File: src/rtl/clk_src_pkg.sv
// constants and types shared by the system clock source selection logic
package clk_src_pkg;

  // clock mode encodings of the three-bit configuration field
  localparam logic [2:0] MODE_LOW_POWER_XTAL  = 3'h0;
  localparam logic [2:0] MODE_MEDIUM_XTAL     = 3'h1;
  localparam logic [2:0] MODE_HIGH_GAIN_XTAL  = 3'h2;
  localparam logic [2:0] MODE_EXT_LOGIC       = 3'h3;
  localparam logic [2:0] MODE_INTERNAL_IO     = 3'h4;
  localparam logic [2:0] MODE_INTERNAL_CLKOUT = 3'h5;
  localparam logic [2:0] MODE_RC_IO           = 3'h6;
  localparam logic [2:0] MODE_RC_CLKOUT       = 3'h7;

  // register offsets and field positions
  localparam logic [3:0] OSC_CTRL_ADDR   = 4'h0;
  localparam logic [3:0] OSC_STATUS_ADDR = 4'h1;
  localparam int         SCS_BIT         = 0;
  localparam int         LTS_BIT         = 1;
  localparam int         HTS_BIT         = 2;
  localparam int         EXT_CLOCK_RUNNING_BIT        = 3;
  localparam int         INTERNAL_FREQ_SELECT_LSB        = 4;
  localparam int         FAIL_BIT        = 0;

  // frequency select reset value and encodings
  localparam logic [2:0] INTERNAL_FREQ_SELECT_RESET = 3'h6;
  localparam logic [2:0] INTERNAL_FREQ_SELECT_LF    = 3'h0;
  localparam logic [2:0] INTERNAL_FREQ_SELECT_8MHZ  = 3'h7;

  // timing
  localparam int          MCLK_HZ          = 25000000;
  localparam int          HF_HZ            = 8000000;
  localparam int          LF_HZ            = 31000;
  localparam int          XTAL_START_COUNT = 1024;
  localparam int          WARMUP_NS        = 2000;
  localparam int          WARMUP_CYCLES    = (WARMUP_NS * (MCLK_HZ / 1000000) + 999) / 1000;
  localparam int          SETTLE_EDGES     = 2;
  localparam int          FAIL_TIMEOUT     = 2048;
  localparam logic [15:0] HF_DIV           = 16'(MCLK_HZ / HF_HZ / 2);
  localparam logic [15:0] LF_DIV           = 16'(MCLK_HZ / LF_HZ / 2);

  // configuration word straps
  typedef struct packed {
    logic [2:0] clock_mode_select;
    logic       two_speed_enable;
    logic       clock_fail_enable;
    logic       powerup_timer_enable;
  } cfg_word_t;

  // bus request
  typedef struct packed {
    logic [3:0] addr;
    logic [7:0] wdata;
    logic       wr;
    logic       rd;
  } bus_req_t;

endpackage

File: src/rtl/system_clock_source_select.sv
// system clock source selection, start-up timing and fail monitor
//
// Contract
// - eight modes chosen by three-bit field
// - logic clock mode releases output pin
// - rc clkout mode drives divide-by-4 out
// - rc io mode frees output pin
// - internal clkout drives div4, frees input
// - internal io mode frees both pins
// - internal 8 MHz and 31 kHz sources
// - frequency select picks eight internal rates
// - ext running bit reflects external source
// - ext running resets zero in two-speed/fail
// - hf stable bit shows hf stability
// - lf stable bit shows lf stability
// - select bit routes internal or configured source
// - crystal modes count 1024 input oscillations
// - hold program counter during start count
// - settle delay on source switches in run, none at two-speed hand-over
// - internal sources wait warm-up delay
// - logic clock mode bypasses start count
// - static logic, halt and resume cleanly
// - fail monitor switches to internal oscillator
// - two-speed start runs internal meanwhile
// - hf enabled by nonzero select and scs/two-speed, internal mode or fail
`timescale 1ns/100ps
`default_nettype none

module system_clock_source_select #(
  parameter int START_COUNT  = clk_src_pkg::XTAL_START_COUNT,
  parameter int FAIL_TIMEOUT = clk_src_pkg::FAIL_TIMEOUT
) (
  input  wire logic                   mclk_i,
  input  wire logic                   sys_rst_i,
  input  wire clk_src_pkg::cfg_word_t cfg_i,
  input  wire logic                   wake_i,
  input  wire logic                   osc_in_pin_i,
  input  wire logic [3:0]             addr_i,
  input  wire logic [7:0]             wdata_i,
  input  wire logic                   wr_i,
  input  wire logic                   rd_i,
  output logic [7:0]                  rdata_o,
  output logic                        sys_clk_en_o,
  output logic                        pc_hold_o,
  output logic                        osc_out_pin_o,
  output logic                        osc_out_oe_n_o,
  output logic                        osc_in_gpio_o,
  output logic                        osc_out_gpio_o,
  output logic                        hf_osc_enable_o,
  output logic                        clock_fail_o
);

  typedef enum logic [4:0] {
    ST_START  = 5'b00001,
    ST_COUNT  = 5'b00010,
    ST_WARM   = 5'b00100,
    ST_RUN    = 5'b01000,
    ST_SWITCH = 5'b10000
  } state_t;

  //////////////////////////////////////////////////////////////////////////////
  // strap capture and mode decode
  logic                   cfg_seen_ff;
  clk_src_pkg::cfg_word_t cfg_ff;
  logic                   is_xtal;
  logic                   is_ext_logic;
  logic                   is_rc;
  logic                   is_external;

  // configuration word caught after reset release
  always_ff @(posedge mclk_i) begin
    if (sys_rst_i) begin
      cfg_seen_ff <= 1'b0;
      cfg_ff      <= '0;
    end else if (!cfg_seen_ff) begin
      cfg_seen_ff <= 1'b1;
      cfg_ff      <= cfg_i;
    end
  end

  // eight modes, six of them external sources
  assign is_xtal      = (cfg_ff.clock_mode_select == clk_src_pkg::MODE_LOW_POWER_XTAL) ||
                        (cfg_ff.clock_mode_select == clk_src_pkg::MODE_MEDIUM_XTAL) ||
                        (cfg_ff.clock_mode_select == clk_src_pkg::MODE_HIGH_GAIN_XTAL);
  assign is_ext_logic = cfg_ff.clock_mode_select == clk_src_pkg::MODE_EXT_LOGIC;
  assign is_rc        = (cfg_ff.clock_mode_select == clk_src_pkg::MODE_RC_IO) ||
                        (cfg_ff.clock_mode_select == clk_src_pkg::MODE_RC_CLKOUT);
  assign is_external  = is_xtal || is_ext_logic || is_rc;

  //////////////////////////////////////////////////////////////////////////////
  // oscillator input synchroniser, three stages
  logic [2:0] osc_sync_ff;
  logic       osc_level_ff;
  logic       osc_rise;

  always_ff @(posedge mclk_i) begin
    if (sys_rst_i) begin
      osc_sync_ff  <= 3'h0;
      osc_level_ff <= 1'b0;
    end else begin
      osc_sync_ff <= {osc_sync_ff[1:0], osc_in_pin_i};
      if (osc_sync_ff[1] == osc_sync_ff[2]) begin
        osc_level_ff <= osc_sync_ff[2];
      end
    end
  end

  assign osc_rise = (osc_sync_ff[1] == osc_sync_ff[2]) && osc_sync_ff[2] && !osc_level_ff;

  //////////////////////////////////////////////////////////////////////////////
  // internal oscillator models: dividers from mclk
  logic [15:0] hf_cnt_ff;
  logic        hf_ph_ff;
  logic [15:0] lf_cnt_ff;
  logic        lf_ph_ff;
  logic        hf_tick;
  logic        lf_tick;

  assign hf_tick = (hf_cnt_ff == clk_src_pkg::HF_DIV - 16'h1);
  assign lf_tick = (lf_cnt_ff == clk_src_pkg::LF_DIV - 16'h1);

  // hf half-period divider, runs only while enabled
  always_ff @(posedge mclk_i) begin
    if (sys_rst_i || !hf_osc_enable_o) begin
      hf_cnt_ff <= 16'h0;
      hf_ph_ff  <= 1'b0;
    end else if (hf_tick) begin
      hf_cnt_ff <= 16'h0;
      hf_ph_ff  <= !hf_ph_ff;
    end else begin
      hf_cnt_ff <= hf_cnt_ff + 16'h1;
    end
  end

  // lf half-period divider, always running
  always_ff @(posedge mclk_i) begin
    if (sys_rst_i) begin
      lf_cnt_ff <= 16'h0;
      lf_ph_ff  <= 1'b0;
    end else if (lf_tick) begin
      lf_cnt_ff <= 16'h0;
      lf_ph_ff  <= !lf_ph_ff;
    end else begin
      lf_cnt_ff <= lf_cnt_ff + 16'h1;
    end
  end

  //////////////////////////////////////////////////////////////////////////////
  // control register
  logic [2:0] freq_sel_ff;
  logic       scs_ff;
  logic       fail_ff;

  always_ff @(posedge mclk_i) begin
    if (sys_rst_i) begin
      freq_sel_ff <= clk_src_pkg::INTERNAL_FREQ_SELECT_RESET;
      scs_ff      <= 1'b0;
    end else if (wr_i && addr_i == clk_src_pkg::OSC_CTRL_ADDR) begin
      freq_sel_ff <= wdata_i[clk_src_pkg::INTERNAL_FREQ_SELECT_LSB +: 3];
      scs_ff      <= wdata_i[clk_src_pkg::SCS_BIT];
    end
  end

  // hf enable: nonzero select with scs or two-speed, or nonzero select while the
  // internal source is the configured one or has taken over after a fail
  assign hf_osc_enable_o = (freq_sel_ff != clk_src_pkg::INTERNAL_FREQ_SELECT_LF) &&
                           (scs_ff || cfg_ff.two_speed_enable ||
                            !is_external || fail_ff);

  // postscaler: 8 MHz divided by 2^(7-sel); sel 000 picks lf phase
  logic [6:0] post_cnt_ff;
  logic       hf_rise;
  logic       int_tick;
  logic [2:0] post_shift;

  assign hf_rise    = hf_tick && !hf_ph_ff;
  assign post_shift = clk_src_pkg::INTERNAL_FREQ_SELECT_8MHZ - freq_sel_ff;

  always_ff @(posedge mclk_i) begin
    if (sys_rst_i) begin
      post_cnt_ff <= 7'h0;
    end else if (hf_rise) begin
      post_cnt_ff <= post_cnt_ff + 7'h1;
    end
  end

  always_comb begin
    if (freq_sel_ff == clk_src_pkg::INTERNAL_FREQ_SELECT_LF) begin
      int_tick = lf_tick && !lf_ph_ff;
    end else begin
      int_tick = hf_rise && ((post_cnt_ff & ((7'h1 << post_shift) - 7'h1)) == 7'h0);
    end
  end

  //////////////////////////////////////////////////////////////////////////////
  // stability flags
  logic [7:0] hf_warm_ff;
  logic       lf_stable_ff;

  // hf stable after warm-up, lost when disabled
  always_ff @(posedge mclk_i) begin
    if (sys_rst_i || !hf_osc_enable_o) begin
      hf_warm_ff <= 8'h0;
    end else if (hf_warm_ff != 8'(clk_src_pkg::WARMUP_CYCLES)) begin
      hf_warm_ff <= hf_warm_ff + 8'h1;
    end
  end

  // lf stable after its first full period
  always_ff @(posedge mclk_i) begin
    if (sys_rst_i) begin
      lf_stable_ff <= 1'b0;
    end else if (lf_tick && lf_ph_ff) begin
      lf_stable_ff <= 1'b1;
    end
  end

  //////////////////////////////////////////////////////////////////////////////
  // clock fail monitor: no input edge within timeout
  logic [11:0] fail_cnt_ff;
  logic        is_xtal_starting;

  always_ff @(posedge mclk_i) begin
    if (sys_rst_i || osc_rise) begin
      fail_cnt_ff <= 12'h0;
    end else if (lf_tick && fail_cnt_ff != 12'(FAIL_TIMEOUT)) begin
      fail_cnt_ff <= fail_cnt_ff + 12'h1;
    end
  end

  // sticky fail flag, set wins over write-one-to-clear
  always_ff @(posedge mclk_i) begin
    if (sys_rst_i) begin
      fail_ff <= 1'b0;
    end else if (cfg_ff.clock_fail_enable && is_external && !is_xtal_starting &&
                 fail_cnt_ff == 12'(FAIL_TIMEOUT)) begin
      fail_ff <= 1'b1;
    end else if (wr_i && addr_i == clk_src_pkg::OSC_STATUS_ADDR &&
                 wdata_i[clk_src_pkg::FAIL_BIT]) begin
      fail_ff <= 1'b0;
    end
  end

  assign clock_fail_o = fail_ff;

  //////////////////////////////////////////////////////////////////////////////
  // source state machine
  state_t      state_ff;
  logic [10:0] start_cnt_ff;
  logic        use_ext_ff;
  logic        want_ext;
  logic [1:0]  settle_ff;
  logic        wake_seen_ff;

  assign is_xtal_starting = (state_ff == ST_COUNT);

  // external wanted when configured, scs clear and no failure
  assign want_ext = is_external && !scs_ff && !fail_ff;

  // wake from sleep restarts the start-up sequence
  always_ff @(posedge mclk_i) begin
    if (sys_rst_i) begin
      wake_seen_ff <= 1'b0;
    end else begin
      wake_seen_ff <= wake_i;
    end
  end

  always_ff @(posedge mclk_i) begin
    if (sys_rst_i) begin
      state_ff     <= ST_START;
      start_cnt_ff <= 11'h0;
      use_ext_ff   <= 1'b0;
      settle_ff    <= 2'h0;
    end else if (wake_i && !wake_seen_ff) begin
      state_ff     <= ST_START;
      start_cnt_ff <= 11'h0;
    end else begin
      case (state_ff)
        ST_START: begin
          if (!cfg_seen_ff) begin
            state_ff <= ST_START;
          end else if (is_xtal && !scs_ff) begin
            state_ff <= ST_COUNT;
          end else if (is_external && !scs_ff) begin
            use_ext_ff <= 1'b1;   // no start count
            state_ff   <= ST_RUN;
          end else begin
            state_ff <= ST_WARM;
          end
        end
        ST_COUNT: begin
          if (osc_rise) begin
            start_cnt_ff <= start_cnt_ff + 11'h1;
          end
          if (start_cnt_ff == 11'(START_COUNT)) begin
            use_ext_ff <= want_ext;
            state_ff   <= ST_RUN;
          end else if (scs_ff || fail_ff) begin
            state_ff <= ST_WARM;
          end
        end
        ST_WARM: begin
          if ((freq_sel_ff == clk_src_pkg::INTERNAL_FREQ_SELECT_LF) ? lf_stable_ff
                : (hf_warm_ff == 8'(clk_src_pkg::WARMUP_CYCLES))) begin
            use_ext_ff <= 1'b0;
            state_ff   <= ST_RUN;
          end
        end
        ST_RUN: begin
          if (want_ext != use_ext_ff) begin
            settle_ff <= 2'h0;
            state_ff  <= ST_SWITCH;
          end
        end
        ST_SWITCH: begin
          // count internal clock edges while the external input is low, then swap
          if (!osc_level_ff && int_tick) begin
            settle_ff <= settle_ff + 2'h1;
          end
          if (settle_ff == 2'(clk_src_pkg::SETTLE_EDGES)) begin
            use_ext_ff <= want_ext;
            state_ff   <= ST_RUN;
          end else if (want_ext == use_ext_ff) begin
            state_ff <= ST_RUN;
          end
        end
        default: state_ff <= ST_START;
      endcase
    end
  end

  // two-speed: internal clock runs code during the crystal count
  logic run_internal;
  assign run_internal = is_xtal_starting && cfg_ff.two_speed_enable;

  // hold execution during start count unless two-speed
  assign pc_hold_o = (state_ff == ST_START) || (state_ff == ST_WARM) ||
                     (is_xtal_starting && !cfg_ff.two_speed_enable);

  // system clock enable; no edge means full halt with state kept
  always_ff @(posedge mclk_i) begin
    if (sys_rst_i) begin
      sys_clk_en_o <= 1'b0;
    end else if (state_ff == ST_RUN || state_ff == ST_SWITCH) begin
      sys_clk_en_o <= use_ext_ff ? osc_rise : int_tick;
    end else begin
      sys_clk_en_o <= run_internal && int_tick;
    end
  end

  //////////////////////////////////////////////////////////////////////////////
  // clock out pin: divide the running clock by 4
  logic [1:0] div4_ff;
  logic       clkout_mode;

  always_ff @(posedge mclk_i) begin
    if (sys_rst_i) begin
      div4_ff <= 2'h0;
    end else if (sys_clk_en_o) begin
      div4_ff <= div4_ff + 2'h1;
    end
  end

  assign clkout_mode = (cfg_ff.clock_mode_select == clk_src_pkg::MODE_RC_CLKOUT) ||
                       (cfg_ff.clock_mode_select == clk_src_pkg::MODE_INTERNAL_CLKOUT);

  // pin roles by mode
  always_ff @(posedge mclk_i) begin
    if (sys_rst_i) begin
      osc_out_pin_o  <= 1'b0;
      osc_out_oe_n_o <= 1'b1;
      osc_out_gpio_o <= 1'b0;
      osc_in_gpio_o  <= 1'b0;
    end else begin
      osc_out_pin_o  <= clkout_mode && div4_ff[1];
      osc_out_oe_n_o <= !clkout_mode;
      osc_out_gpio_o <= is_ext_logic || is_rc && !clkout_mode ||
                        cfg_ff.clock_mode_select == clk_src_pkg::MODE_INTERNAL_IO;
      osc_in_gpio_o  <= cfg_ff.clock_mode_select == clk_src_pkg::MODE_INTERNAL_IO ||
                        cfg_ff.clock_mode_select == clk_src_pkg::MODE_INTERNAL_CLKOUT;
    end
  end

  //////////////////////////////////////////////////////////////////////////////
  // register read port, data the cycle after the strobe
  always_ff @(posedge mclk_i) begin
    if (sys_rst_i) begin
      rdata_o <= 8'h0;
    end else if (rd_i && addr_i == clk_src_pkg::OSC_CTRL_ADDR) begin
      rdata_o <= {1'b0, freq_sel_ff, use_ext_ff && state_ff != ST_COUNT,
                  hf_warm_ff == 8'(clk_src_pkg::WARMUP_CYCLES),
                  lf_stable_ff, scs_ff};
    end else if (rd_i && addr_i == clk_src_pkg::OSC_STATUS_ADDR) begin
      rdata_o <= {7'h0, fail_ff};
    end else begin
      rdata_o <= 8'h0;
    end
  end

endmodule // system_clock_source_select

`default_nettype wire

File: config.mk
export PLATFORM = sky130hd
export DESIGN_NAME = system_clock_source_select
export DESIGN_NICKNAME = d
export VERILOG_FILES = /design/src/rtl/clk_src_pkg.sv /design/src/rtl/system_clock_source_select.sv
export SDC_FILE = /design/constraint.sdc
export NUM_CORES = 1
export LEC_CHECK = 0
export BUFFER_PORTS_ARGS = -buffer_cell sky130_fd_sc_hd__buf_4
export CAP_MARGIN = 20
export CORE_ASPECT_RATIO = 0.9
export CORE_MARGIN = 2
export CORE_UTILIZATION = 40
export DETAILED_ROUTE_END_ITERATION = 10
export PLACE_DENSITY = 0.63
export SYNTH_ARGS = -nofsm -noshare
export SYNTH_HDL_FRONTEND = slang
export SYNTH_SLANG_ARGS = --single-unit
File: constraint.sdc
create_clock -name mclk_i -period 3 [get_ports mclk_i]
set_clock_uncertainty 0.2 [all_clocks]
set_input_delay 0.9 -clock mclk_i [delete_from_list [all_inputs] [get_ports mclk_i]]
set_output_delay 0.9 -clock mclk_i [all_outputs]
set_load 0.02 [all_outputs]
==> results.sh, run 1 <==
export IMPL_clockRootBuffer="sky130_fd_sc_hd__clkbuf_16"
export IMPL_cts_tree="yes"
export IMPL_postSynthAreaPerCell_sq_um=8.714
export IMPL_leakagePower_nw=2.200
export IMPL_die_area_sq_mm=0.01387
export IMPL_inserted_clock_buffers=9
export IMPL_cts_hold_fix_buffers=0
export IMPL_power_ir_vdd_worst_v=0.0003777
export IMPL_seq_power_share_pct=50.8
export IMPL_ff_latch_area_sq_mm=0.002225
export IMPL_dp_slack_ns=0.2471
export IMPL_initial_core_util_pct=40.80
export IMPL_final_worst_path_period_need_ns=2.906
export IMPL_worst_setup_path_type="flip-flop to output pin"
export IMPL_globalRouteOverflowTotal=0
export IMPL_synth_ff_type="sky130_fd_sc_hd__dfxtp_1"
export IMPL_hold_viol=0
export IMPL_wirelength_mm=10.68
export IMPL_max_freq_ghz=0.3441
export IMPL_core_sq_mm=0.01269
export IMPL_worst_setup_hold_path_clk_slew_ns=0.07
export IMPL_avgRoutedWirePerCell_microns=13.55
export IMPL_final_max_slew_violation_count=0
export IMPL_placementRows=39
export IMPL_detailroute_via_count=4087
export IMPL_maximum_number_of_pins_on_one_net_before_global_route_repair=23
export IMPL_run_status="finished clean"
export IMPL_end_kind="output pin"
export IMPL_cpMostUsedCell="sky130_fd_sc_hd__or3_4"
export IMPL_global_route_wire_length_before_repair_mm=17.83
export IMPL_ys_seq_area_share_pct=42.93
export IMPL_clock_latency_ns=0.35
export IMPL_n_fill_cell=1233
export IMPL_grtUsageTotal_pct=16.06
export IMPL_ys_top_cells_by_area="sky130_fd_sc_hd__dfxtp_1 (43%), sky130_fd_sc_hd__nor2_1 (7.5%), sky130_fd_sc_hd__xor2_1 (5.9%)"
export IMPL_worst_path_max_delay_cell="sky130_fd_sc_hd__or3_4"
export IMPL_max_cap_violations=0
export IMPL_hp_class="flip-flop to flip-flop"
export IMPL_syn_instance_count=594
export IMPL_firstDrtPassIters=4
export IMPL_mappedNetlistArea_sq_mm=0.005176
export IMPL_gp_congestion=0.8350
export IMPL_post_route_period_util_pct=96.88
export IMPL_floorplan_die_height_microns=111.9
export IMPL_powerDensity_mw_per_mm2=510.4
export IMPL_fin_util_pct=46.39
export IMPL_intPower_mw=2.328
export IMPL_worstPathArrival_ns=1.81
export IMPL_yosys_warnings=0
export IMPL_drive_above_1_share_pct=11.54
export IMPL_nNetsFinal=657
export IMPL_placement_io_buffers=33
export IMPL_netlist_top_cell_by_area="sky130_fd_sc_hd__dfxtp_1"
export IMPL_synth_edff_count=0
export IMPL_setup_tns_ns=0
export IMPL_ant_nets=0
export IMPL_critical_path_buf_inv_count=1
export IMPL_asyncSetResetFlopFracSynth_pct=0
export IMPL_worstPathCellList="or3_4 -> or3_4 -> o21ai_1 -> buf_4"
export IMPL_detail_route_drc_violations=0
export IMPL_tightest_slew_ns=0.5488
export IMPL_critical_path_startpoint_type="flip-flop"
export IMPL_flow_area_growth_from_synthesis_pct=13.71
export IMPL_area_of_the_multi_input_gates_sq_mm=0.002775
export IMPL_drtIter0Drc=239
export IMPL_switchingPower_mw=0.6762
export IMPL_critPathRequiredTime_ns=1.90
export IMPL_worst_case_headroom_to_the_max_slew_limit_pct=62.95
export IMPL_post_synthesis_register_bit_count=111
export IMPL_crit_family="simple AND/OR/NAND/NOR gates"
export IMPL_hpwlAfterDp_mm=7.842
export IMPL_post_synth_top_area_fraction_pct=42.93
export IMPL_netSwitchingFraction_pct=22.51
export IMPL_first_global_vias=3893
export IMPL_diodes=0
export IMPL_pwr_share_clk_pct=43.7
export IMPL_post_drt_via_cell_ratio=5.187
export IMPL_io_pin_count=40
export IMPL_grt_antenna_before_repair=0
export IMPL_unrepaired_setup_endpoints_after_global_routing="no"
export IMPL_critPathMaxStageDelay_ns=0.43
export IMPL_final_critical_path_setup_slack_ns=0.09370
export IMPL_number_of_levels_the_h_tree_was_split_into=3
export IMPL_die_width_microns=123.9
export IMPL_timing_critical_path_fanout_max=8
export IMPL_post_layout_total_power_mw=3.004
export IMPL_mappedNetlistNets=632
export IMPL_synth_distinct_cells=55
export IMPL_combPwrFrac_pct=5.5
export IMPL_sinks_on_clock_net=111
export IMPL_max_clock_path_buffers=2
export IMPL_setup_viol=0
[what timing repair did]
item	CTS	global route
setup buffers	0	0
setup endpoints to repair	1	1
gates resized for setup	4	1
[metal layers]
layer	GRT usage, %	vias to the layer above	wire [microns]	part of all wire, %
met5	0	-	0	0
met4	5.918	0	182	1.7
met3	3.586	15	350	3.3
met2	25.75	57	4884	46
met1	21.09	1919	5260	49
li1	-	2096	-	-
[worst reg2reg max path, stage by stage (launching register included)]
cell	delay, ns
sky130_fd_sc_hd__dfxtp_1	0.54
sky130_fd_sc_hd__nand3_1	0.16
sky130_fd_sc_hd__ha_1	0.32
sky130_fd_sc_hd__a31o_2	0.27
sky130_fd_sc_hd__a221oi_1	0.24
sky130_fd_sc_hd__o2111ai_1	0.25
sky130_fd_sc_hd__a211oi_2	0.33
sky130_fd_sc_hd__mux2_2	0.36
[power groups by stage]
stage / clock network [mW] / logic (mW) / registers [mW]
3_3_place_gp: 0 / 0.162 / 1.56
4_1_cts: 1.34 / 0.167 / 1.53
2_1_floorplan: 0 / 0.111 / 1.55
5_1_grt: 1.41 / 0.183 / 1.53
6_report: 1.31 / 0.166 / 1.53
3_5_place_dp: 0 / 0.166 / 1.56
[final timing paths]
check                  from              to  slack (ns)  cells after the start
max             state_ff[2]       pc_hold_o        0.09                      4
min          osc_sync_ff[0]  osc_sync_ff[1]        0.26                      1
max reg2reg  freq_sel_ff[1]    settle_ff[1]        0.24                      7
min reg2reg  osc_sync_ff[0]  osc_sync_ff[1]        0.26                      1
[per-stage QoR]
stage,cells,hold slack (ns),area (sq um)
final,788,0.2584,5886
after global routing,788,0.2716,5886
after CTS,788,0.2550,5881
after detailed placement,772,0.2374,5543
after global placement,772,0.2261,5543
after floorplan,594,0.2138,5176
[area by class of cell]
class | count | share of cell area, %
clock buffers | 10 | 4.060
clock inverters | 6 | 1.573
inverters | 19 | 1.212
multi-input cells | 441 | 47.15
flip-flops and latches | 111 | 37.80
well taps | 164 | 3.486
repair buffers | 37 | 4.719
[cells in the final DEF (no fill, tap or decap), types with 3 or more instances in the layout]
| cell | count |
|---|---|
| sky130_fd_sc_hd__and3_1 | 15 |
| sky130_fd_sc_hd__a21oi_1 | 20 |
| sky130_fd_sc_hd__nand4_1 | 19 |
| sky130_fd_sc_hd__and4_1 | 6 |
| sky130_fd_sc_hd__nor4_1 | 9 |
| sky130_fd_sc_hd__or3_1 | 11 |
| sky130_fd_sc_hd__or3_4 | 3 |
| sky130_fd_sc_hd__o21ai_0 | 16 |
| sky130_fd_sc_hd__clkbuf_16 | 9 |
| sky130_fd_sc_hd__xnor2_1 | 27 |
| sky130_fd_sc_hd__nor2_1 | 103 |
| sky130_fd_sc_hd__nor3_1 | 15 |
| sky130_fd_sc_hd__inv_1 | 19 |
| sky130_fd_sc_hd__nand3_1 | 21 |
| sky130_fd_sc_hd__buf_4 | 37 |
| sky130_fd_sc_hd__mux2_2 | 3 |
| sky130_fd_sc_hd__nor4b_1 | 8 |
| sky130_fd_sc_hd__xor2_1 | 35 |
| sky130_fd_sc_hd__dfxtp_1 | 109 |
| sky130_fd_sc_hd__a211oi_1 | 3 |
| sky130_fd_sc_hd__and2_1 | 5 |
| sky130_fd_sc_hd__mux2i_1 | 11 |
| sky130_fd_sc_hd__nand2_1 | 46 |
| sky130_fd_sc_hd__nand2b_1 | 7 |
| sky130_fd_sc_hd__nand3b_1 | 3 |
| sky130_fd_sc_hd__ha_1 | 14 |
| sky130_fd_sc_hd__nor2b_1 | 9 |
[cells in the mapped netlist (3+ instances only)]
master	instances
sky130_fd_sc_hd__nor2b_1	9
sky130_fd_sc_hd__nand4_1	19
sky130_fd_sc_hd__inv_1	19
sky130_fd_sc_hd__a211oi_1	3
sky130_fd_sc_hd__nor2_1	103
sky130_fd_sc_hd__and2_1	5
sky130_fd_sc_hd__mux2i_1	11
sky130_fd_sc_hd__ha_1	14
sky130_fd_sc_hd__buf_4	4
sky130_fd_sc_hd__xnor2_1	27
sky130_fd_sc_hd__nand2_1	46
sky130_fd_sc_hd__buf_2	4
sky130_fd_sc_hd__nor4_1	9
sky130_fd_sc_hd__clkbuf_1	12
sky130_fd_sc_hd__dfxtp_1	111
sky130_fd_sc_hd__mux2_2	3
sky130_fd_sc_hd__nor3_1	15
sky130_fd_sc_hd__o21ai_0	17
sky130_fd_sc_hd__nand3b_1	3
sky130_fd_sc_hd__xor2_1	35
sky130_fd_sc_hd__or3_1	12
sky130_fd_sc_hd__and3_1	15
sky130_fd_sc_hd__a21oi_1	20
sky130_fd_sc_hd__nand2b_1	7
sky130_fd_sc_hd__and4_1	6
sky130_fd_sc_hd__nand3_1	21
sky130_fd_sc_hd__nor4b_1	8
[state kept, by name, summed over array words and instances (netlist names), 2 cells and up]
| name | flops |
|---|---|
| start_cnt_ff | 11 |
| lf_cnt_ff | 16 |
| settle_ff | 2 |
| osc_sync_ff | 3 |
| hf_cnt_ff | 16 |
| hf_warm_ff | 8 |
| div4_ff | 2 |
| state_ff | 5 |
| cfg_ff | 5 |
| post_cnt_ff | 7 |
| freq_sel_ff | 3 |
| rdata_o | 7 |
| fail_cnt_ff | 12 |
[logic make-up (layout without fill, tap and decap cells)]
| logic type | count (synthesis) | count (layout) | synth area share, % |
|---|---|---|---|
| flip-flops | 111 | 111 | 42.93 |
| buffers and inverters | 42 | 72 | 3.626 |
| adder cells (fa/ha/maj) | 14 | 14 | 3.384 |
| other | 1 | 1 | 0.07245 |
| XOR/XNOR | 62 | 62 | 10.49 |
| AND/OR/NAND/NOR | 292 | 292 | 29.76 |
| AO/OA/AOI/OAI | 58 | 58 | 6.962 |
| multiplexers | 14 | 14 | 2.780 |
No activity file was read; power rests on OpenSTA's default activity.
==> run 2, diff against run 1 <==
MAX_ROUTING_LAYER = met4   (was unset)
==> run 2 against run 1 <==
  * Non-clock buffer count unchanged
  * Wire length increased by 0.10%
  * Fmax about the same
  * Core utilization unchanged
  * Clock power about the same
  * Die area unchanged
  * Global-route usage increased by 0.49 points
  * Cell count unchanged
  * Sequential share of layout area unchanged
  * Design area unchanged
  * Sequential cell count unchanged
  * Combinational power about the same
  * Largest cell class unchanged
  * Highest routed layer unchanged
==> results.sh, run 2 (same netlist as run 1, synthesis figures left out) <==
export IMPL_run_status="finished clean"
export IMPL_reg_top3="hf_cnt_ff: 16 flops, lf_cnt_ff: 16 flops, fail_cnt_ff: 12 flops"
export IMPL_post_layout_total_power_mw=3.004
export IMPL_sinks_on_clock_net=111
export IMPL_max_freq_ghz=0.3440
export IMPL_die_area_sq_mm=0.01387
export IMPL_cts_tree="yes"
export IMPL_nNetsFinal=657
export IMPL_setup_tns_ns=0
export IMPL_worst_setup_path_type="flip-flop to output pin"
export IMPL_grt_antenna_before_repair=0
export IMPL_seq_power_share_pct=50.8
export IMPL_globalRouteOverflowTotal=0
export IMPL_place_detailed_instances=772
export IMPL_hp_class="flip-flop to flip-flop"
export IMPL_first_global_vias=3887
export IMPL_detailroute_via_count=4082
export IMPL_post_drt_via_cell_ratio=5.180
export IMPL_powerDensity_mw_per_mm2=510.5
export IMPL_gp_congestion=0.8478
export IMPL_end_kind="output pin"
export IMPL_max_cap_violations=0
export IMPL_diodes=0
export IMPL_worstHoldEndpoint="osc_sync_ff[1]"
export IMPL_wirelength_mm=10.69
export IMPL_ff_latch_area_sq_mm=0.002225
export IMPL_hold_viol=0
export IMPL_io_pin_count=40
export IMPL_critical_path_startpoint_type="flip-flop"
export IMPL_setup_viol=0
export IMPL_timing_critical_path_fanout_max=8
export IMPL_worst_path_max_delay_cell="sky130_fd_sc_hd__or3_4"
export IMPL_core_sq_mm=0.01269
export IMPL_netSwitchingFraction_pct=22.53
export IMPL_leakagePower_nw=2.200
export IMPL_final_max_slew_violation_count=0
export IMPL_clockRootBuffer="sky130_fd_sc_hd__clkbuf_16"
export IMPL_worstPathArrival_ns=1.81
export IMPL_combPwrFrac_pct=5.5
export IMPL_final_worst_path_period_need_ns=2.907
export IMPL_power_ir_vdd_worst_v=0.0003773
export IMPL_maximum_number_of_pins_on_one_net_before_global_route_repair=23
export IMPL_critPathRequiredTime_ns=1.90
export IMPL_number_of_levels_the_h_tree_was_split_into=3
export IMPL_worst_case_headroom_to_the_max_slew_limit_pct=62.91
export IMPL_unrepaired_setup_endpoints_after_global_routing="no"
export IMPL_firstDrtPassIters=4
export IMPL_worst_hold_startpoint="osc_sync_ff[0]"
export IMPL_placement_io_buffers=33
export IMPL_tightest_slew_ns=0.5494
export IMPL_regToRegStartpoint="freq_sel_ff[1]"
export IMPL_drive_above_1_share_pct=11.54
export IMPL_post_route_period_util_pct=96.89
export IMPL_floorplan_die_height_microns=111.9
export IMPL_timing_hold_ws_ns=0.2584
export IMPL_grtUsageTotal_pct=16.55
export IMPL_clock_latency_ns=0.35
export IMPL_reg2reg_to="settle_ff[1]"
export IMPL_timing_reg2reg_setup_slack_ns=0.24
export IMPL_worst_setup_hold_path_clk_slew_ns=0.07
export IMPL_initial_core_util_pct=40.80
export IMPL_layout_cells_most_common="sky130_fd_sc_hd__dfxtp_1"
export IMPL_hpwlAfterDp_mm=7.842
export IMPL_area_of_the_multi_input_gates_sq_mm=0.002775
export IMPL_detail_route_drc_violations=0
export IMPL_final_cell_count_no_fill=788
export IMPL_top_library_cells_by_usage_in_the_layout_fill_and_taps_aside="sky130_fd_sc_hd__dfxtp_1 (109), sky130_fd_sc_hd__nor2_1 (103), sky130_fd_sc_hd__nand2_1 (46)"
export IMPL_cpMostUsedCell="sky130_fd_sc_hd__or3_4"
export IMPL_inserted_clock_buffers=9
export IMPL_whs_path_depth=1
export IMPL_ant_nets=0
export IMPL_n_fill_cell=1233
export IMPL_critPathMaxStageDelay_ns=0.43
export IMPL_avgRoutedWirePerCell_microns=13.56
export IMPL_die_width_microns=123.9
export IMPL_post_cts_setup_driven_buffer_insertion_count=0
export IMPL_length_in_cells_of_the_worst_reg_to_reg_path=7
export IMPL_max_clock_path_buffers=2
export IMPL_worstPathCellList="or3_4 -> or3_4 -> o21ai_1 -> buf_4"
export IMPL_placementRows=39
export IMPL_global_route_wire_length_before_repair_mm=17.85
export IMPL_pwr_share_clk_pct=43.7
export IMPL_drtIter0Drc=234
export IMPL_flow_area_growth_from_synthesis_pct=13.71
export IMPL_intPower_mw=2.328
export IMPL_switchingPower_mw=0.6768
==> run 2: power by group through the flow <==
| stage | Sequential, mW | Clock [mW] | Combinational, mW |
|---|---|---|---|
| detailed placement | 1.56 | 0 | 0.166 |
| global route | 1.53 | 1.41 | 0.183 |
| CTS | 1.53 | 1.34 | 0.167 |
| finish | 1.53 | 1.31 | 0.166 |
| global placement | 1.56 | 0 | 0.162 |
| floorplan | 1.55 | 0 | 0.111 |
==> run 2: worst max path at each step <==
| stage | start | slack, ns | endpoint |
|---|---|---|---|
| 3_5_place_dp | freq_sel_ff[1] | 0.25 | settle_ff[1] |
| 4_1_cts | freq_sel_ff[1] | 0.06 | hf_osc_enable_o |
| 5_1_grt | state_ff[2] | 0.01 | pc_hold_o |
| 2_1_floorplan | state_ff[2] | 0.13 | pc_hold_o |
| 3_3_place_gp | state_ff[2] | 0.28 | pc_hold_o |
| 6_report | state_ff[2] | 0.09 | pc_hold_o |
==> run 2: metrics by stage <==
stage          worst slack (ns)  utilization [%]  cell area (sq um)
2_1_floorplan            0.1348                -               5176
3_3_place_gp             0.2798            43.69               5543
3_5_place_dp             0.2471            43.69               5543
4_1_cts                 0.06308            46.35               5881
5_1_grt                 0.01183            46.39               5886
6_report                0.09316            46.39               5886
==> run 2: critical path, delay by kind of cell (launching register included) <==
kind	cells	cell delay [ns]
AO/OA/AOI/OAI	1	0.14
buffers and inverters	1	0.16
flip-flops	1	0.36
AND/OR/NAND/NOR	2	0.80
==> run 2: what timing repair did <==
item,4_1_cts,5_1_grt
resized for setup,4,1
endpoints found under the setup margin,1,1
hold buffers,0,0
hold endpoints to repair,0,0
==> run 2: per-layer routing <==
layer  track usage [%]  part of all wire, %
met1             21.16                   49
met2             25.71                   46
met3             3.586                  3.2
met4             5.918                  1.7
met5                 -                    0
==> run 2: area by class of cell <==
class,instances,share of cell area (%)
Clock inverter,6,1.573
Timing Repair Buffer,37,4.719
Sequential cell,111,37.80
Multi-Input combinational cell,441,47.15
Tap cell,164,3.486
Inverter,19,1.212
Clock buffer,10,4.060
==> run 3, diff against run 2 <==
MAX_ROUTING_LAYER = unset   (was met4)
clock period = 3.07 ns   (was 3 ns; I/O delays follow)
==> run 3 against run 2 <==
  * Highest routed layer unchanged
  * Cell count is 0.13% lower
  * Setup slack better by 0.017 ns
  * Combinational power is 4% lower
  * Total power is 9.0% lower
  * First-iteration DRC count is 32% lower
  * Critical endpoint unchanged
  * Design area is 1.2% lower
  * Register-to-register slack hardly changed
  * Sequential power is 3% lower
  * Wire length is 1.1% lower
  * Critical path depth stayed put
==> results.sh, run 3 (same netlist as run 1, synthesis figures left out) <==
export IMPL_max_clock_path_buffers=2
export IMPL_detail_route_drc_violations=0
export IMPL_worst_hold_startpoint="osc_sync_ff[0]"
export IMPL_final_area_sq_mm=0.005817
export IMPL_final_max_slew_violation_count=0
export IMPL_setup_viol=0
export IMPL_globalRouteOverflowTotal=0
export IMPL_grt_antenna_before_repair=0
export IMPL_maximum_number_of_pins_on_one_net_before_global_route_repair=21
export IMPL_flow_area_growth_from_synthesis_pct=12.38
export IMPL_post_route_period_util_pct=96.42
export IMPL_cts_tree="yes"
export IMPL_global_route_wire_length_before_repair_mm=18.02
export IMPL_power_ir_vdd_worst_v=0.0002348
export IMPL_drtIter0Drc=160
export IMPL_regToRegStartpoint="freq_sel_ff[1]"
export IMPL_worst_setup_path_type="flip-flop to output pin"
export IMPL_clock_latency_ns=0.35
export IMPL_critical_path_startpoint_type="flip-flop"
export IMPL_critPathRequiredTime_ns=1.95
export IMPL_detailroute_via_count=4089
export IMPL_powerDensity_mw_per_mm2=469.8
export IMPL_die_area_sq_mm=0.01387
export IMPL_hp_class="flip-flop to flip-flop"
export IMPL_worstHoldEndpoint="osc_sync_ff[1]"
export IMPL_final_worst_path_period_need_ns=2.960
export IMPL_grtUsageTotal_pct=16.12
export IMPL_number_of_levels_the_h_tree_was_split_into=3
export IMPL_final_critical_path_setup_slack_ns=0.1100
export IMPL_tightest_slew_ns=0.5366
export IMPL_hold_viol=0
export IMPL_unrepaired_setup_endpoints_after_global_routing="no"
export IMPL_avgRoutedWirePerCell_microns=13.43
export IMPL_reg2reg_to="settle_ff[1]"
export IMPL_drive_above_1_share_pct=11.24
export IMPL_end_kind="output pin"
export IMPL_wirelength_mm=10.57
export IMPL_length_in_cells_of_the_worst_reg_to_reg_path=7
export IMPL_gp_congestion=0.8635
export IMPL_first_global_vias=3840
export IMPL_worstPathArrival_ns=1.84
export IMPL_timing_reg2reg_setup_slack_ns=0.24
export IMPL_worst_setup_hold_path_clk_slew_ns=0.07
export IMPL_placement_io_buffers=33
export IMPL_n_fill_cell=1238
export IMPL_setup_tns_ns=0
export IMPL_post_cts_setup_driven_buffer_insertion_count=0
export IMPL_sinks_on_clock_net=111
export IMPL_core_sq_mm=0.01269
export IMPL_run_status="finished clean"
export IMPL_firstDrtPassIters=4
export IMPL_inserted_clock_buffers=9
export IMPL_hpwlAfterDp_mm=7.690
export IMPL_diodes=0
export IMPL_post_layout_total_power_mw=2.733
export IMPL_io_pin_count=40
export IMPL_final_cell_count_no_fill=787
export IMPL_floorplan_die_height_microns=111.9
export IMPL_dp_slack_ns=0.2958
export IMPL_worst_case_headroom_to_the_max_slew_limit_pct=64.14
export IMPL_top_library_cells_by_usage_in_the_layout_fill_and_taps_aside="sky130_fd_sc_hd__dfxtp_1 (109), sky130_fd_sc_hd__nor2_1 (103), sky130_fd_sc_hd__nand2_1 (46)"
export IMPL_leakagePower_nw=2.176
export IMPL_max_freq_ghz=0.3378
export IMPL_timing_critical_path_fanout_max=8
export IMPL_initial_core_util_pct=40.80
export IMPL_ant_nets=0
export IMPL_dpl_cell_area_sq_mm=0.005535
export IMPL_layout_cells_most_common="sky130_fd_sc_hd__dfxtp_1"
export IMPL_clockRootBuffer="sky130_fd_sc_hd__clkbuf_16"
export IMPL_place_detailed_instances=771
export IMPL_placementRows=39
export IMPL_reg_top3="hf_cnt_ff: 16 flops, lf_cnt_ff: 16 flops, fail_cnt_ff: 12 flops"
export IMPL_whs_path_depth=1
export IMPL_post_drt_via_cell_ratio=5.196
export IMPL_max_cap_violations=0
export IMPL_nNetsFinal=656
export IMPL_die_width_microns=123.9
==> run 3: area by class of cell <==
| type | instances | area (sq um) | share of cell area (%) |
|---|---|---|---|
| multi-input combinational | 441 | 2770 | 47.62 |
| sequential | 111 | 2225 | 38.24 |
| timing repair buffer | 36 | 270.3 | 4.646 |
| clock buffer | 10 | 239.0 | 4.108 |
| tap | 164 | 205.2 | 3.528 |
| inverter | 19 | 71.32 | 1.226 |
| clock inverter | 6 | 36.28 | 0.6238 |
==> run 3: worst max-delay path: stages (launching register included) <==
cell and delay, ns:
sky130_fd_sc_hd__dfxtp_1 0.40, sky130_fd_sc_hd__or3_4 0.40, sky130_fd_sc_hd__or3_4 0.37, sky130_fd_sc_hd__o21ai_1 0.15, sky130_fd_sc_hd__buf_4 0.16
==> run 3: worst max path at each step <==
stage	start	cells after the start	end
global placement	state_ff[2]	4	pc_hold_o
detailed placement	freq_sel_ff[1]	7	settle_ff[1]
finish	state_ff[4]	4	pc_hold_o
floorplan	state_ff[2]	4	pc_hold_o
CTS	state_ff[2]	4	pc_hold_o
global route	freq_sel_ff[1]	4	hf_osc_enable_o
==> run 3: metal layers <==
metal	up-vias	part of all wire, %	GRT usage, %
met4	0	1.1	5.393
met3	8	3.6	3.791
met1	1944	48	21.84
met2	49	47	25.20
li1	2088	-	-
met5	-	0	0
==> run 3: through the flow <==
| step | util [%] | hold slack [ns] |
|---|---|---|
| floorplan | - | 0.2138 |
| global placement | 43.63 | 0.2213 |
| detailed placement | 43.63 | 0.2247 |
| CTS | 45.82 | 0.2414 |
| global route | 45.85 | 0.2604 |
| finish | 45.85 | 0.2381 |
==> run 3: report_power, final <==
group	internal [mW]	switching, mW
combinational	0.0689	0.0898
sequential	1.46	0.0298
clock	0.568	0.513
total	2.10	0.633
==> run 3: repair_timing <==
| action | in CTS | in global routing |
|---|---|---|
| setup endpoints to repair | 1 | 1 |
| hold endpoints to repair | 0 | 0 |
| pin swaps | 0 | 0 |
| hold buffers | 0 | 0 |
| resized for setup | 3 | 1 |
